===== src/common/bfs_pkg.sv =====
// constants and bus carriers for the backlight fault and status register group
package bfs_pkg;

  // =========================================================
  // register indices, byte address is four times the index
  localparam logic [5:0] BFS_IDX_FAULT = 6'h02;
  localparam logic [5:0] BFS_IDX_IDENT = 6'h03;
  localparam logic [5:0] BFS_IDX_FORCE = 6'h04;
  localparam logic [5:0] BFS_IDX_TEMPH = 6'h05;
  localparam logic [5:0] BFS_IDX_TEMPL = 6'h06;

  // =========================================================
  // fault register fields
  localparam int BFS_FB_OPEN  = 7;
  localparam int BFS_FB_SHORT = 6;
  localparam int BFS_FB_MULTI = 5;
  localparam int BFS_FB_ONE   = 4;
  localparam int BFS_FB_ANY   = 3;
  localparam int BFS_FB_OCP   = 2;
  localparam int BFS_FB_TSD   = 1;
  localparam int BFS_FB_UV    = 0;

  // =========================================================
  // reset values and identity defaults (identity values arbitrary)
  localparam logic [7:0] BFS_FAULT_RST = 8'h00;
  localparam logic [7:0] BFS_FORCE_RST = 8'h00;
  localparam logic [2:0] BFS_TEMPL_RST = 3'h0;
  localparam logic       BFS_ID_PANEL  = 1'b0;
  localparam logic [3:0] BFS_ID_MAKER  = 4'h5;
  localparam logic [2:0] BFS_ID_REV    = 3'h1;

  // =========================================================
  // timing and thermal codes (codes are reading values, plain defaults)
  localparam int unsigned BFS_CLK_HZ      = 250_000_000;
  localparam int unsigned BFS_OCP_TIME_MS = 50;
  localparam int unsigned BFS_OCP_CYCLES  = BFS_OCP_TIME_MS * (BFS_CLK_HZ / 1000);
  localparam logic [10:0] BFS_TSD_HOT     = 11'h4b0;
  localparam logic [10:0] BFS_TSD_COOL    = 11'h410;

  // =========================================================
  // classic wishbone carriers
  typedef struct packed {
    logic        cyc;
    logic        stb;
    logic        we;
    logic [7:0]  adr;
    logic [3:0]  sel;
    logic [31:0] dat;
  } bfs_wb_req_t;

  typedef struct packed {
    logic        ack;
    logic [31:0] dat;
  } bfs_wb_rsp_t;

endpackage


===== src/logic/bfs_fault_regs.sv =====
// backlight fault flags, protection actions, identity, force and temperature registers
module bfs_fault_regs #(
  parameter int unsigned CH         = 4,
  parameter int unsigned OCP_CYCLES = bfs_pkg::BFS_OCP_CYCLES
) (
  // clock, reset, enable
  input  wire logic                 core_clk,
  input  wire logic                 srst,
  input  wire logic                 ce,
  // wishbone slave
  input  wire bfs_pkg::bfs_wb_req_t wb_req,
  output bfs_pkg::bfs_wb_rsp_t      wb_rsp,
  // pins from outside
  input  wire logic                 enable_pin,
  input  wire logic                 supply_input_pin_low,
  input  wire logic                 supply_input_pin_good,
  input  wire logic                 boost_out_low,
  // same-clock status inputs
  input  wire logic [CH-1:0]        led_open,
  input  wire logic [CH-1:0]        led_short,
  input  wire logic [10:0]          temp_reading,
  input  wire logic [CH-1:0]        pwm_dim,
  // fault pin, open drain
  output logic                      fault_pin_out,
  output logic                      fault_pin_oe,
  // power stage controls
  output logic                      boost_enable,
  output logic                      led_enable,
  output logic [CH-1:0]             led_drive,
  // low temperature bits of the latched sample
  output logic [2:0]                temp_low_latched
);
  import bfs_pkg::*;

  // =========================================================
  // parameter checks, refused at elaboration
  if (CH < 1 || CH > 8) begin : g_bad_ch
    $error("bfs_fault_regs: CH must be 1 to 8");
  end
  if (OCP_CYCLES < 1) begin : g_bad_ocp
    $error("bfs_fault_regs: OCP_CYCLES must be at least 1");
  end

  // =========================================================
  // pin synchronisers
  logic       en_s;
  logic       uv_low_s;
  logic       uv_good_s;
  logic       boost_low_s;
  logic [3:0] pins_s;

  // reset levels: enable low, no under-voltage, supply good, boost not low
  bfs_sync #(
    .W   (4),
    .RST (4'h4)
  ) u_sync (
    .core_clk (core_clk),
    .srst     (srst),
    .ce       (ce),
    .async_in ({boost_out_low, supply_input_pin_good,
                supply_input_pin_low, enable_pin}),
    .sync_out (pins_s)
  );

  assign en_s        = pins_s[0];
  assign uv_low_s    = pins_s[1];
  assign uv_good_s   = pins_s[2];
  assign boost_low_s = pins_s[3];

  // =========================================================
  // wishbone decode
  logic       ack_q;
  logic       ack_d;
  logic [7:0] rdat_q;
  logic [7:0] rdat_d;
  logic [5:0] idx;
  logic       req;
  logic       take;
  logic       rd_any;
  logic       rd_fault;
  logic       rd_temph;
  logic       wr_force;

  assign idx      = wb_req.adr[7:2];
  assign req      = wb_req.cyc && wb_req.stb;
  assign take     = ce && req && !ack_q;
  assign rd_any   = take && !wb_req.we;
  assign rd_fault = rd_any && idx == BFS_IDX_FAULT;
  assign rd_temph = rd_any && idx == BFS_IDX_TEMPH;
  assign wr_force = take && wb_req.we && wb_req.sel[0] && idx == BFS_IDX_FORCE;

  // =========================================================
  // fault flags
  logic [7:0]    flags_q;
  logic [7:0]    flags_d;
  logic [7:0]    flag_set;
  logic          clear_evt;
  logic [CH-1:0] ch_fault;
  logic [3:0]    ch_count;
  logic          ocp_expired;
  logic          tsd_hold_q;
  logic          tsd_hold_d;
  logic          uv_hold_q;
  logic          uv_hold_d;
  logic          tsd_hot;
  logic          tsd_cool;
  logic          ocp_run;
  logic [3:0]    ch_sum [CH+1];

  // thermal window: flag and hold at the hot code, release only at the cool code
  assign tsd_hot  = temp_reading >= BFS_TSD_HOT;
  assign tsd_cool = temp_reading <= BFS_TSD_COOL;

  always_comb begin
    flag_set               = 8'h00;
    flag_set[BFS_FB_OPEN]  = |led_open;
    flag_set[BFS_FB_SHORT] = |led_short;
    flag_set[BFS_FB_MULTI] = ch_count >= 4'h2;
    flag_set[BFS_FB_ONE]   = ch_count == 4'h1;
    flag_set[BFS_FB_ANY]   = |ch_fault;
    flag_set[BFS_FB_OCP]   = ocp_expired;
    flag_set[BFS_FB_TSD]   = tsd_hot;
    flag_set[BFS_FB_UV]    = uv_low_s;
  end

  assign clear_evt = rd_fault || !en_s;

  always_comb begin
    flags_d = flags_q;
    if (ce) begin
      // flags hold until cleared; a new event wins over the clear
      flags_d = (clear_evt ? 8'h00 : flags_q) | flag_set;
    end
  end

  // flag registers
  always_ff @(posedge core_clk) begin
    if (srst) begin
      flags_q <= BFS_FAULT_RST;
    end else begin
      flags_q <= flags_d;
    end
  end

  // =========================================================
  // protection holds
  always_comb begin
    tsd_hold_d = tsd_hold_q;
    uv_hold_d  = uv_hold_q;
    if (ce) begin
      if (tsd_hot) begin
        tsd_hold_d = 1'b1;
      end else if (tsd_cool) begin
        tsd_hold_d = 1'b0;
      end
      if (uv_low_s) begin
        uv_hold_d = 1'b1;
      end else if (uv_good_s) begin
        uv_hold_d = 1'b0;
      end
    end
  end

  // hold registers
  always_ff @(posedge core_clk) begin
    if (srst) begin
      tsd_hold_q <= 1'b0;
      uv_hold_q  <= 1'b0;
    end else begin
      tsd_hold_q <= tsd_hold_d;
      uv_hold_q  <= uv_hold_d;
    end
  end

  // timer runs only while the boost is switching and its output sags
  assign ocp_run = boost_low_s && boost_enable;

  bfs_ocp_timer #(
    .COUNT (OCP_CYCLES)
  ) u_ocp (
    .core_clk (core_clk),
    .srst     (srst),
    .ce       (ce),
    .run      (ocp_run),
    .expired  (ocp_expired)
  );

  // =========================================================
  // force control and temperature snapshot
  logic [CH-1:0] force_q;
  logic [CH-1:0] force_d;
  logic [2:0]    templ_q;
  logic [2:0]    templ_d;

  always_comb begin
    force_d = force_q;
    templ_d = templ_q;
    if (wr_force) begin
      force_d = wb_req.dat[CH-1:0];
    end
    if (rd_temph) begin
      templ_d = temp_reading[2:0];
    end
  end

  // force and snapshot registers
  always_ff @(posedge core_clk) begin
    if (srst) begin
      force_q <= BFS_FORCE_RST[CH-1:0];
      templ_q <= BFS_TEMPL_RST;
    end else begin
      force_q <= force_d;
      templ_q <= templ_d;
    end
  end

  // =========================================================
  // read mux and ack
  always_comb begin
    ack_d  = ack_q;
    rdat_d = rdat_q;
    if (ce) begin
      ack_d = req && !ack_q;
      if (rd_any) begin
        case (idx)
          BFS_IDX_FAULT: rdat_d = flags_q;
          BFS_IDX_IDENT: rdat_d = {BFS_ID_PANEL, BFS_ID_MAKER,
                                   BFS_ID_REV};
          BFS_IDX_FORCE: rdat_d = 8'(force_q);
          BFS_IDX_TEMPH: rdat_d = temp_reading[10:3];
          BFS_IDX_TEMPL: rdat_d = {templ_q, 5'h00};
          default:       rdat_d = 8'h00;
        endcase
      end
    end
  end

  // bus answer registers
  always_ff @(posedge core_clk) begin
    if (srst) begin
      ack_q  <= 1'b0;
      rdat_q <= 8'h00;
    end else begin
      ack_q  <= ack_d;
      rdat_q <= rdat_d;
    end
  end

  // =========================================================
  // outputs
  assign wb_rsp.ack = ack_q;
  assign wb_rsp.dat = {24'h000000, rdat_q};

  assign fault_pin_out = 1'b0;
  assign fault_pin_oe  = |flags_q;

  // boost restarts as soon as the over-current flag is gone
  assign boost_enable = en_s && !flags_q[BFS_FB_OCP]
                        && !tsd_hold_q && !uv_hold_q;
  assign led_enable   = en_s && !tsd_hold_q && !uv_hold_q;

  assign temp_low_latched = templ_q;

  // per channel: fault detect, running count of faulty channels, output drive
  assign ch_sum[0] = 4'h0;
  assign ch_count  = ch_sum[CH];

  genvar g;
  generate
    for (g = 0; g < CH; g++) begin : g_ch
      assign ch_fault[g]   = led_open[g] | led_short[g];
      assign ch_sum[g + 1] = ch_sum[g] + {3'h0, ch_fault[g]};
      assign led_drive[g]  = led_enable && (force_q[g] || pwm_dim[g]);
    end
  endgenerate

endmodule


===== src/logic/bfs_ocp_timer.sv =====
// counts how long the boost output has stayed low without a break
module bfs_ocp_timer #(
  parameter int unsigned COUNT = 1000
) (
  // clock, reset, enable
  input  wire logic core_clk,
  input  wire logic srst,
  input  wire logic ce,
  // monitor
  input  wire logic run,
  output logic      expired
);

  localparam int CW = $clog2(COUNT + 1);

  if (COUNT < 1) begin : g_bad_count
    $error("bfs_ocp_timer: COUNT must be at least 1");
  end

  logic [CW-1:0] cnt_q;
  logic [CW-1:0] cnt_d;
  logic          exp_q;
  logic          exp_d;

  always_comb begin
    cnt_d = cnt_q;
    exp_d = exp_q;
    if (ce) begin
      if (!run) begin
        cnt_d = '0;
        exp_d = 1'b0;
      end else if (cnt_q == CW'(COUNT)) begin
        exp_d = 1'b1;
      end else begin
        cnt_d = cnt_q + CW'(1);
      end
    end
  end

  always_ff @(posedge core_clk) begin
    if (srst) begin
      cnt_q <= '0;
      exp_q <= 1'b0;
    end else begin
      cnt_q <= cnt_d;
      exp_q <= exp_d;
    end
  end

  assign expired = exp_q;

endmodule


===== src/logic/bfs_sync.sv =====
// two flip-flop synchroniser for a group of pin levels
module bfs_sync #(
  parameter int        W   = 1,
  parameter logic [W-1:0] RST = '0
) (
  // clock, reset, enable
  input  wire logic         core_clk,
  input  wire logic         srst,
  input  wire logic         ce,
  // levels
  input  wire logic [W-1:0] async_in,
  output logic      [W-1:0] sync_out
);

  logic [W-1:0] meta_q;
  logic [W-1:0] meta_d;
  logic [W-1:0] sync_q;
  logic [W-1:0] sync_d;

  always_comb begin
    meta_d = ce ? async_in : meta_q;
    sync_d = ce ? meta_q : sync_q;
  end

  always_ff @(posedge core_clk) begin
    if (srst) begin
      meta_q <= RST;
      sync_q <= RST;
    end else begin
      meta_q <= meta_d;
      sync_q <= sync_d;
    end
  end

  assign sync_out = sync_q;

endmodule


===== config.mk =====
export PLATFORM = sky130hd
export DESIGN_NAME = bfs_fault_regs
export DESIGN_NICKNAME = d
export VERILOG_FILES = /design/src/common/bfs_pkg.sv /design/src/logic/bfs_fault_regs.sv /design/src/logic/bfs_ocp_timer.sv /design/src/logic/bfs_sync.sv
export SDC_FILE = /design/constraint.sdc
export NUM_CORES = 1
export LEC_CHECK = 0
export BUFFER_PORTS_ARGS = -buffer_cell sky130_fd_sc_hd__buf_2
export CAP_MARGIN = 5
export CORE_MARGIN = 4
export CORE_UTILIZATION = 50
export DETAILED_ROUTE_END_ITERATION = 12
export GPL_ROUTABILITY_DRIVEN = 0
export PLACE_DENSITY = 0.8
export SETUP_SLACK_MARGIN = 0.02
export SYNTH_ARGS = -nofsm -noshare
export SYNTH_HDL_FRONTEND = slang
export SYNTH_HIERARCHICAL = 1
export SYNTH_SLANG_ARGS = --single-unit

===== constraint.sdc =====
create_clock -name core_clk -period 3.1 [get_ports core_clk]
set_clock_uncertainty 0.05 [all_clocks]
set_input_delay 0.31 -clock core_clk [delete_from_list [all_inputs] [get_ports core_clk]]
set_output_delay 0.31 -clock core_clk [all_outputs]
set_load 0.005 [all_outputs]

==> metrics.txt, run 1 <==
cell taking the most area after synthesis dfxtp_1; I/O Pins around 120; root buffer cell clkbuf_8; CTS Hold Bufs 0; post-synthesis sequential area ratio 35.33%; most numerous cell in the Yosys netlist dfxtp_1; P&R area growth vs syn 12.91%; Syn Area/Cell roughly 9 um^2; Area contributors post-synth dfxtp_1, buf_4, a21oi_1; DR WL/cell roughly 15 um; Yosys warnings 6; post-synth cell types between 70 and 80; sequential standard cell area 1181 um^2; first-pass GRT wire length between 10 and 15 mm; ys async rst share 0%; minimum clock period after layout 2.300 ns; mapped cell area around 3300 um^2; Worst-Skew Late Latency around 0.34 ns; largest net degree at the start of global routing 32; final WL 7.694 mm; cell area power density approximately 440 nW/um^2; filler instances roughly 570; antenna diode count 0; CP Data Required Time about 3.3 ns; share of the synthesized area in the top cell type a little over a third; P_leak 1.524 nW; Worst VDD drop 0.2931 mV; RSZ-0062 raised after global routing false; Multi-input gate area around 1900 um^2; Worst slew margin between 50% and 60%; # nets final 513; Post-synth EDFFs 0; share of cells above drive strength 1 26.96%; Starting DRT DRC Count 304; Worst Max-Slew Pin Slew ~0.66 ns; Min Hold Slack 0.1278 ns; Seq cells post-synth about 60; deepest clock path buffer count 2; Placement Rows 29; status complete, no violations; Horiz. Die Dim 89.77 um; dpl cells between 400 and 500; DIE AREA just over 8000 um^2; CP Max Fanout 16; clk sinks between 50 and 60; Core ar. between 6000 and 7000 um^2; H-tree levels 3; Starting Density a little over half; final period utilization between 70% and 80%; Critical Path Start Type flop; initial antenna violation count 0; total power approximately 1.7 mW; Resized Gates After CTS 0; Syn Inst Count between 300 and 400; total gr overflow 0; drt via density between 5 and 6; CTS tree built; Num CTS Buffers 9; Die Ht 89.77 um; Non-Filler Instances ~510; top cells by count, synth dfxtp_1, nor2_1, buf_4; DPL Wire Length roughly 5.7 mm; Fin. Hold Viols 0; setup tns final 0 ns; dominant synthesized flop cell dfxtp_1; TritonRoute pass-1 iters 5; HP Class in2reg; setup bufs post-CTS 0; via count 2928; max-cap violations 0; Place WS approximately 0.86 ns; Setup Crit Path Kind reg2reg; Antenna Violating Nets Remaining 0; PortBufs between 60 and 70; final setup violation count 0; final setup margin 0.8001 ns; clock-pin slew on the worst setup and hold paths 0.07 ns; crit path capture type flop; vias in the first global route ~2800; Post-route DRC 0; Final Slew Violations 0; Crit path arrival time around 2.5 ns; Total GRT Usage about a fifth; Fmax about 0.43 GHz
-- cells by family (layout without fill, tap and decap cells) --
kind of cell | after synthesis | in the layout | share of synthesized area [%]
fa+ha+maj | 7 | 7 | 2.844
buf+inv | 51 | 91 | 9.805
xor+xnor | 7 | 7 | 1.834
mux | 13 | 13 | 3.930
compound gates | 92 | 92 | 19.61
simple gates | 140 | 140 | 26.53
other cells | 1 | 25 | 0.1122
flops | 59 | 59 | 35.33
-- power by group --
part,internal (mW),switching [mW],total (mW)
sequential,0.772,0.0120,0.784
combinational,0.0637,0.0942,0.158
clock,0.401,0.326,0.727
-- state kept, by name, summed over array words and instances, names as in the netlist, 3 cells and up --
name and count:
u_ocp/cnt_q 24, flags_q 8, rdat_q 8, force_q 4, u_sync/meta_q 4, u_sync/sync_out 4, temp_low_latched 3
-- final timing paths --
path,startpoint,endpoint,slack [ns],depth (start not counted)
hold reg to reg,u_sync/meta_q[2]$_SDFFE_PP1P_,u_sync/sync_out[2]$_SDFFE_PP1P_,0.41,1
setup reg to reg,flags_q[2]$_SDFFE_PP0P_,u_ocp/cnt_q[1]$_SDFFE_PP0P_,0.80,6
hold / removal,supply_input_pin_good,u_sync/meta_q[2]$_SDFFE_PP1P_,0.13,2
setup / recovery,flags_q[2]$_SDFFE_PP0P_,u_ocp/cnt_q[1]$_SDFFE_PP0P_,0.80,6
-- worst max-delay path: stages (launching register included) --
cell,delay (ns)
dfxtp_1,0.35
nor4_1,0.45
and2_1,0.33
nor2b_1,0.09
or2_2,0.44
nand2b_2,0.31
o22ai_1,0.19
-- per-stage QoR --
stage | area (um^2) | util [%]
after detailed placement | 3565 | 55.50
final | 3775 | 58.78
after CTS | 3775 | 58.78
after global placement | 3565 | 55.50
after global routing | 3775 | 58.78
after floorplan | 3433 | -
-- cell type report --
class,instances,area share [%]
flip-flops and latches,59,31.29
inverters,12,1.193
repair buffers,63,8.419
clock buffers,10,3.646
multi-input cells,284,50.98
clock inverters,6,1.922
well taps,77,2.552
-- layout by cell type (no fill, tap or decap), types with 3 or more instances in the layout --
| master | count |
|---|---|
| and4_1 | 4 |
| dfxtp_1 | 59 |
| buf_2 | 62 |
| nor2_2 | 4 |
| o21a_1 | 4 |
| mux2i_1 | 12 |
| xnor2_1 | 5 |
| a21oi_1 | 26 |
| nor2b_1 | 6 |
| nand2_1 | 22 |
| a31oi_1 | 3 |
| or2_2 | 4 |
| a21o_1 | 5 |
| clkbuf_8 | 10 |
| a22o_1 | 8 |
| a22oi_1 | 4 |
| nand4_1 | 5 |
| nand3_1 | 12 |
| o21ai_0 | 12 |
| o2bb2ai_1 | 10 |
| conb_1 | 25 |
| ha_1 | 6 |
| nor2_1 | 34 |
| nor4_1 | 7 |
| nor3_1 | 8 |
| inv_1 | 12 |
-- per-layer routing --
metal	global-route usage [%]	routed length [um]	vias to the layer above	part of all wire, %
li1	-	-	1433	-
met4	10.86	189	0	2.5
met1	24.88	3406	1343	44
met3	4.090	538	21	7.0
met2	29.70	3560	131	46
met5	0	0	-	0
(Power assumes the default switching activity.)
==> run 2, diff against run 1 <==
Clock period 3.1 ns to 2.2 ns, I/O delays scaled along.
==> run 2 against run 1 <==
Against the previous run: flip-flop and latch count is the same; non-clock buffer count rose by 5; first-iteration DRC count shrank 15%; critical path depth rose by 2; power up 33%; via count increased by 0.65%; clock power up 21%; largest cell class unchanged.
==> metrics.txt, run 2 (synthesized netlist as in run 1, its figures left out) <==
DPL Wire Length between 5 and 6 mm; Fmax roughly 0.50 GHz; Regs by FF count u_ocp/cnt_q (24), flags_q (8), rdat_q (8); sequential share of power about 50%; clock-pin slew on the worst setup and hold paths around 0.07 ns; final setup violation count 0; Horiz. Die Dim 89.77 um; share of cells above drive strength 1 between 20% and 30%; setup bufs post-CTS 0; Worst Max-Slew Pin Slew approximately 0.7 ns; R2R setup slack 0.19 ns; Num CTS Buffers 9; initial antenna violation count 0; r2r worst-path depth 8; max FFs per register 24; WHS Endpoint u_sync/meta_q[2]$_SDFFE_PP1P_; DIE AREA 8059 um^2; I/O Pins between 100 and 150; Int Power between 1.5 and 2 mW; # nets final 518; Worst slew margin a little over half; antenna diode count 0; crit path capture type flop; root buffer cell clkbuf_8; P&R area growth vs syn 13.06%; commonest non-fill, non-tap cell in the layout buf_2; total gr overflow 0; RSZ-0062 raised after global routing false; Final Slew Violations 0; Worst-Skew Late Latency 0.34 ns; Critical Path Start Type flop; Crit path arrival time about 2.2 ns; vias in the first global route around 2800; R2R Path End u_ocp/cnt_q[18]$_SDFFE_PP0P_; Core ar. 6422 um^2; Placement Rows 29; CP Max Fanout 7; clk sinks 59; Multi-input gate area approximately 1900 um^2; setup tns final 0 ns; RR Startpoint u_sync/sync_out[0]$_SDFFE_PP0P_; minimum clock period after layout 2.008 ns; Total GRT Usage approximately a fifth; final period utilization 91.29%; drt via density 5.711; TritonRoute pass-1 iters 5; sequential standard cell area around 1200 um^2; filler instances slightly below 600; Antenna Violating Nets Remaining 0; Switch Pwr approximately 0.62 mW; Hold Path Cell Cnt 2; deepest clock path buffer count 2; Setup Crit Path Kind reg2reg; first-pass GRT wire length roughly 13 mm; Worst VDD drop roughly 0.38 mV; Starting DRT DRC Count ~260; status complete, no violations; Starting Density 52.06%; max-cap violations 0; post-route cell area ~3800 um^2; Comb pwr share around a tenth; HP Class in2reg; PortBufs 62; Fin. Hold Viols 0; Top reg by flops u_ocp/cnt_q; DR WL/cell 15.35 um; Die Ht ~90 um; total power between 2 and 2.5 mW; cell area power density 586.2 nW/um^2; CP Data Required Time ~2.4 ns; clock share of power 39.8%; largest net degree at the start of global routing 32; CTS tree built; final WL roughly 7.9 mm; worst hold start supply_input_pin_good; Area after DPL between 3000 and 4000 um^2; Sw Ratio about 28%; most frequent cells in the layout buf_2, dfxtp_1, nor2_1, a21oi_1, conb_1; CTS Hold Bufs 0; Resized Gates After CTS 0; via count between 2000 and 3000; P_leak ~1.5 nW; H-tree levels 3; Post-route DRC 0
## run 2: cell types whose count changed in the layout (fill, tap and decap cells not counted), sizes merged
cell and delta:
buf +5, clkbuf -1, bufinv -1, clkinvlp +3, clkinv -1
## run 2: worst max path at each step
stage,from,to,slack (ns),cells past startpoint
detailed placement,led_short[3],flags_q[4]$_SDFFE_PP0P_,0.15,8
finish,u_sync/sync_out[0]$_SDFFE_PP0P_,u_ocp/cnt_q[18]$_SDFFE_PP0P_,0.19,8
global placement,flags_q[2]$_SDFFE_PP0P_,u_ocp/cnt_q[1]$_SDFFE_PP0P_,0.19,7
global route,u_sync/sync_out[0]$_SDFFE_PP0P_,u_ocp/cnt_q[18]$_SDFFE_PP0P_,0.06,8
CTS,u_sync/sync_out[0]$_SDFFE_PP0P_,u_ocp/cnt_q[18]$_SDFFE_PP0P_,0.12,8
floorplan,flags_q[2]$_SDFFE_PP0P_,u_ocp/cnt_q[1]$_SDFFE_PP0P_,0.30,7
## run 2: area by class of cell
cell class | instances | share of cell area, %
tap | 77 | 2.549
sequential | 59 | 31.25
timing repair buffer | 68 | 9.401
clock buffer | 9 | 3.277
inverter | 12 | 1.192
clock inverter | 7 | 1.390
multi-input combinational | 284 | 50.94
## run 2: power groups by stage
stage / logic [mW] / clock network, mW / registers, mW
2_1_floorplan: 0.172 / 0 / 1.12
3_3_place_gp: 0.219 / 0 / 1.13
3_5_place_dp: 0.226 / 0 / 1.13
4_1_cts: 0.227 / 0.899 / 1.10
5_1_grt: 0.254 / 0.951 / 1.11
6_report: 0.230 / 0.881 / 1.11
## run 2: worst max-delay path: stages (launching register included)
cell and delay, ns:
dfxtp_1 0.35, inv_1 0.10, nor4_1 0.18, buf_4 0.16, and2_2 0.20, nor2b_1 0.07
or2_2 0.32, nand2b_2 0.27, a21oi_1 0.21
## run 2: per-layer routing
layer	up-vias	global-route usage (%)	share of wire, %
met2	129	31.33	46
met4	0	10.98	2.1
li1	1436	-	-
met3	16	3.756	6.3
met5	-	0	0
met1	1366	25.29	45
## run 2: metrics by stage
step	util, %	worst slack (ns)	hold WS [ns]	cells
final	58.85	0.1916	0.03448	516
after detailed placement	56.09	0.1488	0.3831	500
after global routing	58.85	0.05817	0.03592	516
after CTS	58.84	0.1218	0.02506	516
after global placement	56.09	0.1902	0.3779	500
after floorplan	-	0.3036	0.2424	394
